File: src/sid_pkg.sv
// package: command numbers, interrupt numbering, widths and reset values
// assumes one system clock; used by sid_dispatch, its monitor and its bench
package sid_pkg;
   localparam int unsigned DATA_W = 32;
   localparam int unsigned ADDR_W = 16;
   localparam int unsigned NUM_IRQ = 43;
   localparam int unsigned IRQ_W = 6;
   localparam int unsigned FLAG_W = 4;
   // command numbers
   localparam logic [7:0] CMD_WRITE_OUTPUT = 8'h0e;
   localparam logic [7:0] CMD_READ_INPUT = 8'h0f;
   localparam logic [7:0] CMD_SET_GLOBAL_PARAM = 8'h09;
   localparam logic [7:0] CMD_GET_AXIS_PARAM = 8'h06;
   localparam logic [7:0] CMD_GET_GLOBAL_PARAM = 8'h0a;
   localparam logic [7:0] CMD_ACCU_CONST_ARITH = 8'h13;
   localparam logic [7:0] CMD_UNMASK_INTERRUPT = 8'h19;
   localparam logic [7:0] CMD_MASK_INTERRUPT = 8'h1a;
   localparam logic [7:0] CMD_ACCU_XREG_ARITH = 8'h21;
   localparam logic [7:0] CMD_ACCU_TO_AXIS_PARAM = 8'h22;
   localparam logic [7:0] CMD_ACCU_TO_GLOBAL_PARAM = 8'h23;
   localparam logic [7:0] CMD_HANDLER_ADDRESS = 8'h25;
   localparam logic [7:0] CMD_HANDLER_RETURN = 8'h26;
   localparam logic [7:0] CMD_ACCU_TO_COORD = 8'h27;
   // interrupt numbering
   localparam logic [7:0] IRQ_TIMER_BASE = 8'h00;
   localparam logic [7:0] IRQ_POS_REACHED_BASE = 8'h03;
   localparam logic [7:0] IRQ_STALL_BASE = 8'h0f;
   localparam logic [7:0] IRQ_DEVIATION_BASE = 8'h15;
   localparam logic [7:0] IRQ_STOP_SWITCH_BASE = 8'h1b;
   localparam logic [7:0] IRQ_INPUT_CHANGE_BASE = 8'h27;
   localparam logic [7:0] IRQ_GLOBAL = 8'hff;
   localparam logic [7:0] IRQ_CONFIG_BANK = 8'h03;
   // accu_const_arith_cmd operations (operation type field)
   localparam logic [7:0] OP_ADD = 8'h00;
   localparam logic [7:0] OP_SUB = 8'h01;
   localparam logic [7:0] OP_MUL = 8'h02;
   localparam logic [7:0] OP_AND = 8'h04;
   localparam logic [7:0] OP_OR = 8'h05;
   localparam logic [7:0] OP_XOR = 8'h06;
   localparam logic [7:0] OP_NOT = 8'h07;
   localparam logic [7:0] OP_LOAD = 8'h08;
   localparam logic [7:0] OP_TO_XREG = 8'h01;
   localparam logic [DATA_W-1:0] ACCU_RESET = 32'h0000_0000;
   localparam logic [ADDR_W-1:0] ADDR_RESET = 16'h0000;
   typedef enum logic [1:0]
   {
      SID_NORMAL = 2'b01,
      SID_HANDLER = 2'b10
   } sid_state_t;
endpackage : sid_pkg

File: src/sid_dispatch.sv
// script interrupt dispatch: command decode, accumulator/x register, vectors
// assumes commands arrive as one-cycle strobes from an interpreter on clock_i;
// event inputs are pins and are synchronised here
// Function
// - decode 14 write-output, 15 read-input, both modes
// - decode 19,33 arithmetic; 34,35,39 accumulator copies
// - program reads store result in accumulator
// - x register loadable from accumulator
// - direct reads answer host, accumulator untouched
// - host queries never disturb running program
// - decode 25 enable, 26 disable, 37 vector
// - one handler address per interrupt number
// - numbers: timers 0-2, reached 3-8, stall 15-20, deviation 21-26
// - stop switches 27-38 left/right, inputs 39-42
// - dispatch only if enabled and vector defined
// - save accumulator, x register, flags before handler
// - no interrupt entered during a handler
// - return command 38 restores context and resumes
// - bank 3 global parameter configures interrupt
// - number 255 gates all interrupts globally
`timescale 1ns/100ps
`default_nettype none
module sid_dispatch
   import sid_pkg::*;
(
   input wire logic clock_i,
   input wire logic nrst_i,
   input wire logic cmd_valid_i,
   input wire logic cmd_direct_i,
   input wire logic [7:0] cmd_num_i,
   input wire logic [7:0] cmd_type_i,
   input wire logic [7:0] cmd_bank_i,
   input wire logic [DATA_W-1:0] cmd_value_i,
   input wire logic [DATA_W-1:0] read_data_i,
   input wire logic [ADDR_W-1:0] pc_i,
   input wire logic [FLAG_W-1:0] flags_i,
   input wire logic [2:0] timer_evt_i,
   input wire logic [5:0] reached_evt_i,
   input wire logic [5:0] stall_evt_i,
   input wire logic [5:0] deviation_evt_i,
   input wire logic [11:0] stop_switch_evt_i,
   input wire logic [3:0] input_change_evt_i,
   output logic write_output_o,
   output logic read_input_o,
   output logic accu_to_axis_param_o,
   output logic accu_to_global_param_o,
   output logic accu_to_coord_o,
   output logic irq_config_o,
   output logic [IRQ_W-1:0] irq_config_num_o,
   output logic [DATA_W-1:0] irq_config_value_o,
   output logic [DATA_W-1:0] accu_o,
   output logic [DATA_W-1:0] xreg_o,
   output logic reply_valid_o,
   output logic [DATA_W-1:0] reply_data_o,
   output logic jump_o,
   output logic [ADDR_W-1:0] jump_addr_o,
   output logic [FLAG_W-1:0] flags_restore_o,
   output logic in_handler_o
);
   logic [NUM_IRQ-1:0] evt_meta_ff;
   logic [NUM_IRQ-1:0] evt_sync_ff;
   logic [NUM_IRQ-1:0] evt_prev_ff;
   logic [NUM_IRQ-1:0] pend_ff;
   logic [NUM_IRQ-1:0] enable_ff;
   logic [NUM_IRQ-1:0] handler_address_cmd_ok_ff;
   logic [ADDR_W-1:0] handler_address_cmd_ff [NUM_IRQ];
   logic global_en_ff;
   logic [DATA_W-1:0] accu_ff;
   logic [DATA_W-1:0] xreg_ff;
   logic [DATA_W-1:0] save_accu_ff;
   logic [DATA_W-1:0] save_xreg_ff;
   logic [FLAG_W-1:0] save_flags_ff;
   logic [ADDR_W-1:0] save_pc_ff;
   sid_state_t state_ff;
   logic [NUM_IRQ-1:0] evt_raw;
   logic [NUM_IRQ-1:0] ready;
   logic take;
   logic [IRQ_W-1:0] sel;
   logic prog_cmd;
   logic ret_cmd;
   logic [DATA_W-1:0] nxt_accu;

   function automatic logic is_cmd(input logic [7:0] num, input logic [7:0] code);
      is_cmd = cmd_valid_i && (num == code);
   endfunction : is_cmd

   function automatic logic [DATA_W-1:0] accu_const_arith_cmd(input logic [7:0] op, input logic [DATA_W-1:0] a,
                                              input logic [DATA_W-1:0] b);
      case (op)
         OP_ADD: accu_const_arith_cmd = a + b;
         OP_SUB: accu_const_arith_cmd = a - b;
         OP_MUL: accu_const_arith_cmd = DATA_W'(a * b);
         OP_AND: accu_const_arith_cmd = a & b;
         OP_OR: accu_const_arith_cmd = a | b;
         OP_XOR: accu_const_arith_cmd = a ^ b;
         OP_NOT: accu_const_arith_cmd = ~a;
         OP_LOAD: accu_const_arith_cmd = b;
         default: accu_const_arith_cmd = a;
      endcase
   endfunction : accu_const_arith_cmd

   assign evt_raw[2:0] = timer_evt_i;
   assign evt_raw[8:3] = reached_evt_i;
   assign evt_raw[14:9] = 6'h00;
   assign evt_raw[20:15] = stall_evt_i;
   assign evt_raw[26:21] = deviation_evt_i;
   assign evt_raw[38:27] = stop_switch_evt_i;
   assign evt_raw[42:39] = input_change_evt_i;

   assign prog_cmd = cmd_valid_i && !cmd_direct_i;
   assign ret_cmd = prog_cmd && (cmd_num_i == CMD_HANDLER_RETURN) && (state_ff == SID_HANDLER);

   assign ready = pend_ff & enable_ff & handler_address_cmd_ok_ff;
   assign take = global_en_ff && (state_ff == SID_NORMAL) && (|ready) && !prog_cmd;

   always_comb
   begin
      sel = '0;
      for (int i = NUM_IRQ - 1; i >= 0; i--)
      begin
         if (ready[i])
         begin
            sel = IRQ_W'(i);
         end
      end
   end

   // pin events: two-stage sync, edge detect
   always_ff @(posedge clock_i or negedge nrst_i)
   begin
      if (!nrst_i)
      begin
         evt_meta_ff <= '0;
         evt_sync_ff <= '0;
         evt_prev_ff <= '0;
      end
      else
      begin
         evt_meta_ff <= evt_raw;
         evt_sync_ff <= evt_meta_ff;
         evt_prev_ff <= evt_sync_ff;
      end
   end

   // pending flags; a new edge wins over the clear on dispatch
   always_ff @(posedge clock_i or negedge nrst_i)
   begin
      if (!nrst_i)
      begin
         pend_ff <= '0;
      end
      else
      begin
         for (int i = 0; i < NUM_IRQ; i++)
         begin
            if (evt_sync_ff[i] && !evt_prev_ff[i])
            begin
               pend_ff[i] <= 1'b1;
            end
            else if (take && sel == IRQ_W'(i))
            begin
               pend_ff[i] <= 1'b0;
            end
            // global switch off drops it too, no stale dispatch later
            else if (!enable_ff[i] || !handler_address_cmd_ok_ff[i] || !global_en_ff)
            begin
               pend_ff[i] <= 1'b0;
            end
         end
      end
   end

   always_ff @(posedge clock_i or negedge nrst_i)
   begin
      if (!nrst_i)
      begin
         enable_ff <= '0;
         handler_address_cmd_ok_ff <= '0;
         global_en_ff <= 1'b0;
         for (int i = 0; i < NUM_IRQ; i++)
         begin
            handler_address_cmd_ff[i] <= ADDR_RESET;
         end
      end
      else if (cmd_valid_i)
      begin
         if (cmd_num_i == CMD_UNMASK_INTERRUPT || cmd_num_i == CMD_MASK_INTERRUPT)
         begin
            if (cmd_type_i == IRQ_GLOBAL)
            begin
               global_en_ff <= (cmd_num_i == CMD_UNMASK_INTERRUPT);
            end
            else if (cmd_type_i < 8'(NUM_IRQ))
            begin
               enable_ff[cmd_type_i[IRQ_W-1:0]] <= (cmd_num_i == CMD_UNMASK_INTERRUPT);
            end
         end
         else if (cmd_num_i == CMD_HANDLER_ADDRESS && cmd_type_i < 8'(NUM_IRQ))
         begin
            handler_address_cmd_ff[cmd_type_i[IRQ_W-1:0]] <= cmd_value_i[ADDR_W-1:0];
            handler_address_cmd_ok_ff[cmd_type_i[IRQ_W-1:0]] <= 1'b1;
         end
      end
   end

   // accumulator next value; direct mode never reaches here
   always_comb
   begin
      nxt_accu = accu_ff;
      if (prog_cmd)
      begin
         if (cmd_num_i == CMD_ACCU_CONST_ARITH)
         begin
            nxt_accu = accu_const_arith_cmd(cmd_type_i, accu_ff, cmd_value_i);
         end
         else if (cmd_num_i == CMD_ACCU_XREG_ARITH)
         begin
            nxt_accu = accu_const_arith_cmd(cmd_type_i, accu_ff, xreg_ff);
         end
         else if (cmd_num_i == CMD_READ_INPUT || cmd_num_i == CMD_GET_AXIS_PARAM ||
                  cmd_num_i == CMD_GET_GLOBAL_PARAM)
         begin
            nxt_accu = read_data_i;
         end
      end
   end

   // state, context save and restore
   always_ff @(posedge clock_i or negedge nrst_i)
   begin
      if (!nrst_i)
      begin
         state_ff <= SID_NORMAL;
         accu_ff <= ACCU_RESET;
         xreg_ff <= ACCU_RESET;
         save_accu_ff <= ACCU_RESET;
         save_xreg_ff <= ACCU_RESET;
         save_flags_ff <= '0;
         save_pc_ff <= ADDR_RESET;
         jump_o <= 1'b0;
         jump_addr_o <= ADDR_RESET;
         flags_restore_o <= '0;
      end
      else
      begin
         jump_o <= 1'b0;
         case (state_ff)
            SID_NORMAL:
            begin
               accu_ff <= nxt_accu;
               if (prog_cmd && cmd_num_i == CMD_ACCU_XREG_ARITH && cmd_type_i == OP_TO_XREG)
               begin
                  xreg_ff <= accu_ff;
                  accu_ff <= accu_ff;
               end
               if (take)
               begin
                  save_accu_ff <= accu_ff;
                  save_xreg_ff <= xreg_ff;
                  save_flags_ff <= flags_i;
                  save_pc_ff <= pc_i;
                  jump_o <= 1'b1;
                  jump_addr_o <= handler_address_cmd_ff[sel];
                  state_ff <= SID_HANDLER;
               end
            end
            SID_HANDLER:
            begin
               accu_ff <= nxt_accu;
               if (prog_cmd && cmd_num_i == CMD_ACCU_XREG_ARITH && cmd_type_i == OP_TO_XREG)
               begin
                  xreg_ff <= accu_ff;
                  accu_ff <= accu_ff;
               end
               // relies on handler ending in return
               if (ret_cmd)
               begin
                  accu_ff <= save_accu_ff;
                  xreg_ff <= save_xreg_ff;
                  flags_restore_o <= save_flags_ff;
                  jump_o <= 1'b1;
                  jump_addr_o <= save_pc_ff;
                  state_ff <= SID_NORMAL;
               end
            end
            default:
            begin
               state_ff <= SID_NORMAL;
            end
         endcase
      end
   end

   // strobes, host replies, config
   always_ff @(posedge clock_i or negedge nrst_i)
   begin
      if (!nrst_i)
      begin
         write_output_o <= 1'b0;
         read_input_o <= 1'b0;
         accu_to_axis_param_o <= 1'b0;
         accu_to_global_param_o <= 1'b0;
         accu_to_coord_o <= 1'b0;
         irq_config_o <= 1'b0;
         irq_config_num_o <= '0;
         irq_config_value_o <= ACCU_RESET;
         reply_valid_o <= 1'b0;
         reply_data_o <= ACCU_RESET;
      end
      else
      begin
         write_output_o <= is_cmd(cmd_num_i, CMD_WRITE_OUTPUT);
         read_input_o <= is_cmd(cmd_num_i, CMD_READ_INPUT);
         accu_to_axis_param_o <= is_cmd(cmd_num_i, CMD_ACCU_TO_AXIS_PARAM);
         accu_to_global_param_o <= is_cmd(cmd_num_i, CMD_ACCU_TO_GLOBAL_PARAM);
         accu_to_coord_o <= is_cmd(cmd_num_i, CMD_ACCU_TO_COORD);
         irq_config_o <= is_cmd(cmd_num_i, CMD_SET_GLOBAL_PARAM) && cmd_bank_i == IRQ_CONFIG_BANK &&
                         cmd_type_i < 8'(NUM_IRQ);
         irq_config_num_o <= cmd_type_i[IRQ_W-1:0];
         irq_config_value_o <= cmd_value_i;
         reply_valid_o <= cmd_valid_i && cmd_direct_i;
         reply_data_o <= read_data_i;
      end
   end

   assign accu_o = accu_ff;
   assign xreg_o = xreg_ff;
   // one-hot handler bit, straight from the state flop
   assign in_handler_o = state_ff[1];
endmodule : sid_dispatch
`default_nettype wire

File: config.mk
export PLATFORM = sky130hd
export DESIGN_NAME = sid_dispatch
export DESIGN_NICKNAME = d
export VERILOG_FILES = /design/src/sid_pkg.sv /design/src/sid_dispatch.sv
export SDC_FILE = /design/constraint.sdc
export NUM_CORES = 2
export LEC_CHECK = 0
export BUFFER_PORTS_ARGS = -buffer_cell sky130_fd_sc_hd__buf_4
export CAP_MARGIN = 20
export CORE_ASPECT_RATIO = 0.9
export CORE_MARGIN = 2
export CORE_UTILIZATION = 25
export DETAILED_ROUTE_END_ITERATION = 8
export PLACE_DENSITY = 0.45
export SYNTH_ARGS = -nofsm -noshare
export SYNTH_HDL_FRONTEND = slang
export SYNTH_SLANG_ARGS = --single-unit
File: constraint.sdc
create_clock -name clock_i -period 10.45 [get_ports clock_i]
set_input_delay 1.5675 -clock clock_i [delete_from_list [all_inputs] [get_ports clock_i]]
set_output_delay 1.5675 -clock clock_i [all_outputs]
set_load 0.05 [all_outputs]
* After elaboration in Yosys (flattened, before gate mapping) *
Index checks and enable logic that the tools add are counted.

word-level totals
  bits in registers = 1177
  bits in latches = 0
  RAM bits = 0
  memory bits (read-only) = 0
  input bits = 149
  memories = 0

operators by class
  $add $sub $neg = 4
  multipliers = 2
  divide/modulo/power cells = 0
  $lt $le $gt $ge = 6
  equal/unequal tests = 69
  shift-type cells = 0
  mux-type cells = 196
  bitwise operators = 14
  reduce and logical (&&, ||, !) cells = 369

operators by type and width
  cell                                                  count
  bitwise mux 688 bit                                   1
  case mux 32 bit (8 select lines)                      2
  two-way mux 6 bit                                     43
  two-way mux 32 bit                                    8
  nonzero test 3 bit                                    43
  case mux 32 bit (2 select lines)                      2
  zero test 1 bit                                       126
  two-way mux 1 bit                                     126
  logical AND 1 bit                                     100
  binary-select mux 16 bit (select 6 bit)               1
  demux 16 bit (select 6 bit)                           1
  equality test 6 x 5 -> 1 bit (second input constant)  16
  logical OR 1 bit                                      89
  bitwise AND 43 bit                                    2
  two-way mux 16 bit                                    5
  equality test 6 bit (second input constant)           11
  adder 32 bit                                          2
  bitwise AND 32 bit                                    2
  multiplier 32 x 32 -> 32 bit                          2
  OR 32 bit                                             2
  subtractor 32 bit                                     2
  bitwise XOR 32 bit                                    2
  equality test 6 x 4 -> 1 bit (second input constant)  8
  equality test 8 x 6 -> 1 bit (second input constant)  6
  34 further kinds                                      58

* Logic depth before layout (Yosys ltp) *
  word-level depth = 51
  gate-level depth with buffers = 31
  depth with buffers taken out = 28

* Worst setup path after synthesis *
No wires, ideal clock.

  path kind = input -> register
  from = input port cmd_value_i[3]
  to = register accu_ff[30], in the netlist accu_o[30]
  library setup time = 0.083 ns
  arrival time = 8.764 ns
  data required time = 10.367 ns
  slack = 1.604 ns
  cell stages on the path = 27
  path through = clkbuf_1 -> clkbuf_1 -> clkbuf_1 -> nand2_1 -> fa_1 -> inv_1 -> fa_1 -> inv_1 -> fa_1 -> fa_1 -> inv_1 -> fa_1 -> fa_1 -> fa_1 -> fa_1 -> ha_1 -> a21o_1 -> a21oi_1 -> o21ai_0 -> and2_1 -> a2111o_1 -> a21o_1 -> a21oi_1 -> mux2_2 -> o211ai_1 -> a222oi_1 -> o21ai_0

between the ends
  word-level cells in the longest chain between the ends = 7

RTL lines
  item                                                        line                                      source
  start, declared                                             sid_dispatch.sv:33                        input wire logic [DATA_W-1:0] cmd_value_i,
  multiplier 32 x 32 -> 32 bit, or another cell as far along  sid_dispatch.sv:92                        OP_MUL: accu_const_arith_cmd = DATA_W'(a * b);
  case mux 32 bit (8 select lines) *                          sid_dispatch.sv:89                        case (op)
  two-way mux 32 bit *                                        sid_dispatch.sv:212                       if (cmd_num_i == CMD_ACCU_CONST_ARITH)
  two-way mux 32 bit *                                        sid_dispatch.sv:210                       if (prog_cmd)
  two-way mux 32 bit *                                        sid_dispatch.sv:251, sid_dispatch.sv:270
  two-way mux 32 bit                                          sid_dispatch.sv:276                       if (ret_cmd)
  case mux 32 bit (2 select lines) *                          sid_dispatch.sv:247                       case (state_ff)
  end signal, assigned                                        sid_dispatch.sv:250                       accu_ff <= nxt_accu;
  end signal, assigned                                        sid_dispatch.sv:254                       accu_ff <= accu_ff;
  end signal, assigned                                        sid_dispatch.sv:278                       accu_ff <= save_accu_ff;
  end, declared                                               sid_dispatch.sv:68                        logic [DATA_W-1:0] accu_ff;

Every way passes the cells marked *; elsewhere a longest branch is shown, timed or not.
A chain may end at the register's enable or synchronous reset.

* Final worst setup path *
  from = register accu_ff[11], in the netlist accu_o[11]
  to = register accu_ff[26], in the netlist accu_o[26]

between the ends
  word-level cells in the longest chain between the ends = 8

RTL lines
  item                                                        line                                      source
  start signal, assigned                                      sid_dispatch.sv:250
  start signal, assigned                                      sid_dispatch.sv:254
  start signal, assigned                                      sid_dispatch.sv:269                       accu_ff <= nxt_accu;
  multiplier 32 x 32 -> 32 bit, or another cell as far along  sid_dispatch.sv:92
  case mux 32 bit (8 select lines)                            sid_dispatch.sv:89
  two-way mux 32 bit                                          sid_dispatch.sv:216                       else if (cmd_num_i == CMD_ACCU_XREG_ARITH)
  two-way mux 32 bit *                                        sid_dispatch.sv:212
  two-way mux 32 bit *                                        sid_dispatch.sv:210
  two-way mux 32 bit *                                        sid_dispatch.sv:251, sid_dispatch.sv:270
  two-way mux 32 bit                                          sid_dispatch.sv:276
  case mux 32 bit (2 select lines) *                          sid_dispatch.sv:247

Marks and branches as above.

==> qor.csv <==
metric,value,unit
status,completed,
Max-Cap Viols,0,
post-CTS setup buffer count,0,
Fin. Hold Viols,0,
max_slew headroom,0.191,
ys async rst share,1.00,
total core area,350000,um^2
Yosys warnings,0,
grt met1 use,0.290,
WP data arrival,10300,ps
Cells after Synth,9248,
initial antenna violation count,33,
Critical Path Max Stage Delay,910,ps
final period utilization,0.919,
placed instance area,96100,um^2
final core utilization,0.289,
GRT Util Overall,0.221,
Syn Nets,10700,
htree depth,4,
Final Max Tran Viols,0,
Die Wd,628,um
cell mode on critical path,fa_1,
CTS Buf Count,145,
hold buffer count at CTS,0,
CP Launch Type,flip-flop,
met2 GRT Util,0.348,
Starting Density,0.251,
Post-Syn Area,87700,um^2
"commonest non-fill, non-tap cell in the layout",nand2_1,
top_reg_cell synth,dfrtp_1,
setup tns final,0,ps
Critical-path top delay cell,clkinv_1,
most frequent cells in the layout,"nand2_1 (1444), dfrtp_1 (1141), inv_1 (997)",
Layout Nets,10800,
Fill cells,37100,
count of input and output buffers,311,
Yosys reg bits,1159,
Antenna Nets Post-Route,0,
DRT Pass-1 Iters,6,
DR vias,72300,
required time of the critical path,11150,ps
RSZ-0062 raised after global routing,false,
die area,356000,um^2
library cells used by synthesis,97,
post-layout min period,9600,ps
Sink Count,1159,
Die Ht,566,um
vias per cell,5.10,
Residual DRC,0,
"CTS clk-pin slew, worst paths",60,ps
Clock Path Buffers,4,
Post-synth EDFFs,0,
hold slack,331,ps
crit-path max FO,19,
Finish-stage setup viols,0,
GR peak layer,met2,
"Clk Latency, worst-skew pair",940,ps
Worst setup startpoint,accu_o[11],
fmax,0.104,GHz
largest net degree at the start of global routing,162,
row count,206,
CTS Root Cell,clkbuf_16,
hold_sp,evt_meta_ff[37],
CTS tree,done,
I/O pins,312,
M3 GR Usage,0.0403,
final WL,400000,um
cell area after layout,101000,um^2
share of cells above drive strength 1,0.144,
global-route wire length before repair,568000,um
initial DRC count,6301,
sequential share of the synthesized area,0.331,
type of the most critical hold path,reg2reg,
Synth-to-Final Area Change,15.0,%
total grt overflow,0,
Worst Setup End Kind,flip-flop,
Setup Skew,160,ps
Least-Margin Pin Slew,1210,ps
number of global-route vias before repair,74500,
Post-DP HPWL,291000,um
kind of critical path,reg2reg,
Mean Syn Cell Area,9.49,um^2
post-cts gate resize count,0,
WL/cell,28.2,um
Final Wtd Congestion,0.979,
Critical R2R Launch,accu_o[11],
## critical path, delay by kind of cell, from the launching register on
| family | cells | cell delay, ps |
|---|---|---|
| buffers and inverters | 8 | 1910 |
| AND/OR/NAND/NOR | 1 | 410 |
| AO/OA/AOI/OAI | 9 | 2340 |
| flip-flops | 1 | 330 |
| adder cells (fa/ha/maj) | 9 | 4260 |
| XOR/XNOR | 1 | 170 |
## area by class of cell
cell class / instances / area (um^2) / area share
Timing Repair Buffer: 610 / 4780 / 0.0474
Clock buffer: 209 / 4200 / 0.0416
Antenna cell: 8 / 20.0 / 0.000198
Clock inverter: 39 / 541 / 0.00536
Multi-Input combinational cell: 6447 / 52600 / 0.522
Tap cell: 4680 / 5860 / 0.0580
Sequential cell: 1159 / 29000 / 0.288
Inverter: 1022 / 3840 / 0.0380
## per-stage QoR
stage | cells | worst slack, ps
after floorplan | 9248 | 1600
after global placement | 13900 | 914
after detailed placement | 13900 | 861
after CTS | 14200 | 911
after global routing | 14200 | 637
final | 14200 | 846
## sequential cells by signal, summed over array words and instances (netlist names), 16 cells and up
register,count
evt_prev_ff,37
accu_o,32
enable_ff,37
reply_data_o,32
save_accu_ff,32
pend_ff,37
xreg_o,32
jump_addr_o,16
save_pc_ff,16
handler_address_cmd_ff,688
save_xreg_ff,32
irq_config_value_o,32
handler_address_cmd_ok_ff,37
evt_meta_ff,37
evt_sync_ff,37
## kinds of logic after synthesis
kind of cell | share of synthesized area
AOI/OAI and AO/OA | 0.116
DFF | 0.331
xor gates and xnor gates | 0.0260
adders and majority gates | 0.249
buffers and inverters | 0.0723
and+or+nand+nor | 0.128
muxes | 0.0777
## metal layers
metal,wire length [um],vias up
li1,-,30700
met1,168000,37700
met2,179000,3027
met3,28300,802
met4,24200,12
met5,82,-
## worst paths after layout
kind / to / slack (ps) / depth (start not counted)
worst max-delay path: accu_o[26] / 850 / 28
worst min-delay path: evt_sync_ff[37] / 330 / 0
worst max register to register: accu_o[26] / 850 / 28
worst min register to register: evt_sync_ff[37] / 330 / 0
max in group asynchronous: xreg_o[29] / 7260 / 3
min in group asynchronous: evt_meta_ff[6] / 680 / 1
## cells in the mapped netlist, types with 13 or more instances
library cell	count	area (um^2)
nand2_1	1459	5480
dfrtp_1	1158	29000
inv_1	1002	3760
fa_1	818	16400
nor2_1	715	2680
o21ai_0	586	2930
clkbuf_1	481	1810
ha_1	440	5510
mux2_2	390	4390
a21oi_1	276	1380
mux2i_1	242	2420
xnor2_1	201	1760
nand3_1	147	736
o22ai_1	127	795
o22a_1	83	727
buf_1	82	308
a31oi_1	62	388
and3_1	58	363
xor2_1	58	508
nor4_1	54	338
a211oi_1	53	398
nand2b_1	45	282
nor3_1	45	225
a221oi_1	44	385
o31ai_1	43	323
buf_2	41	205
o21a_1	41	308
a21o_1	40	300
o211ai_1	34	255
o221ai_1	33	289
or2_2	33	206
a22oi_1	27	203
o2111ai_1	26	228
nand4_1	22	138
or3_1	21	131
nor2b_1	18	113
a311oi_1	15	131
o21bai_1	13	97.6
Power is left out: the tool's default activity adds up to more than one toggle a clock period on the data nets, which glitch-free logic cannot reach.
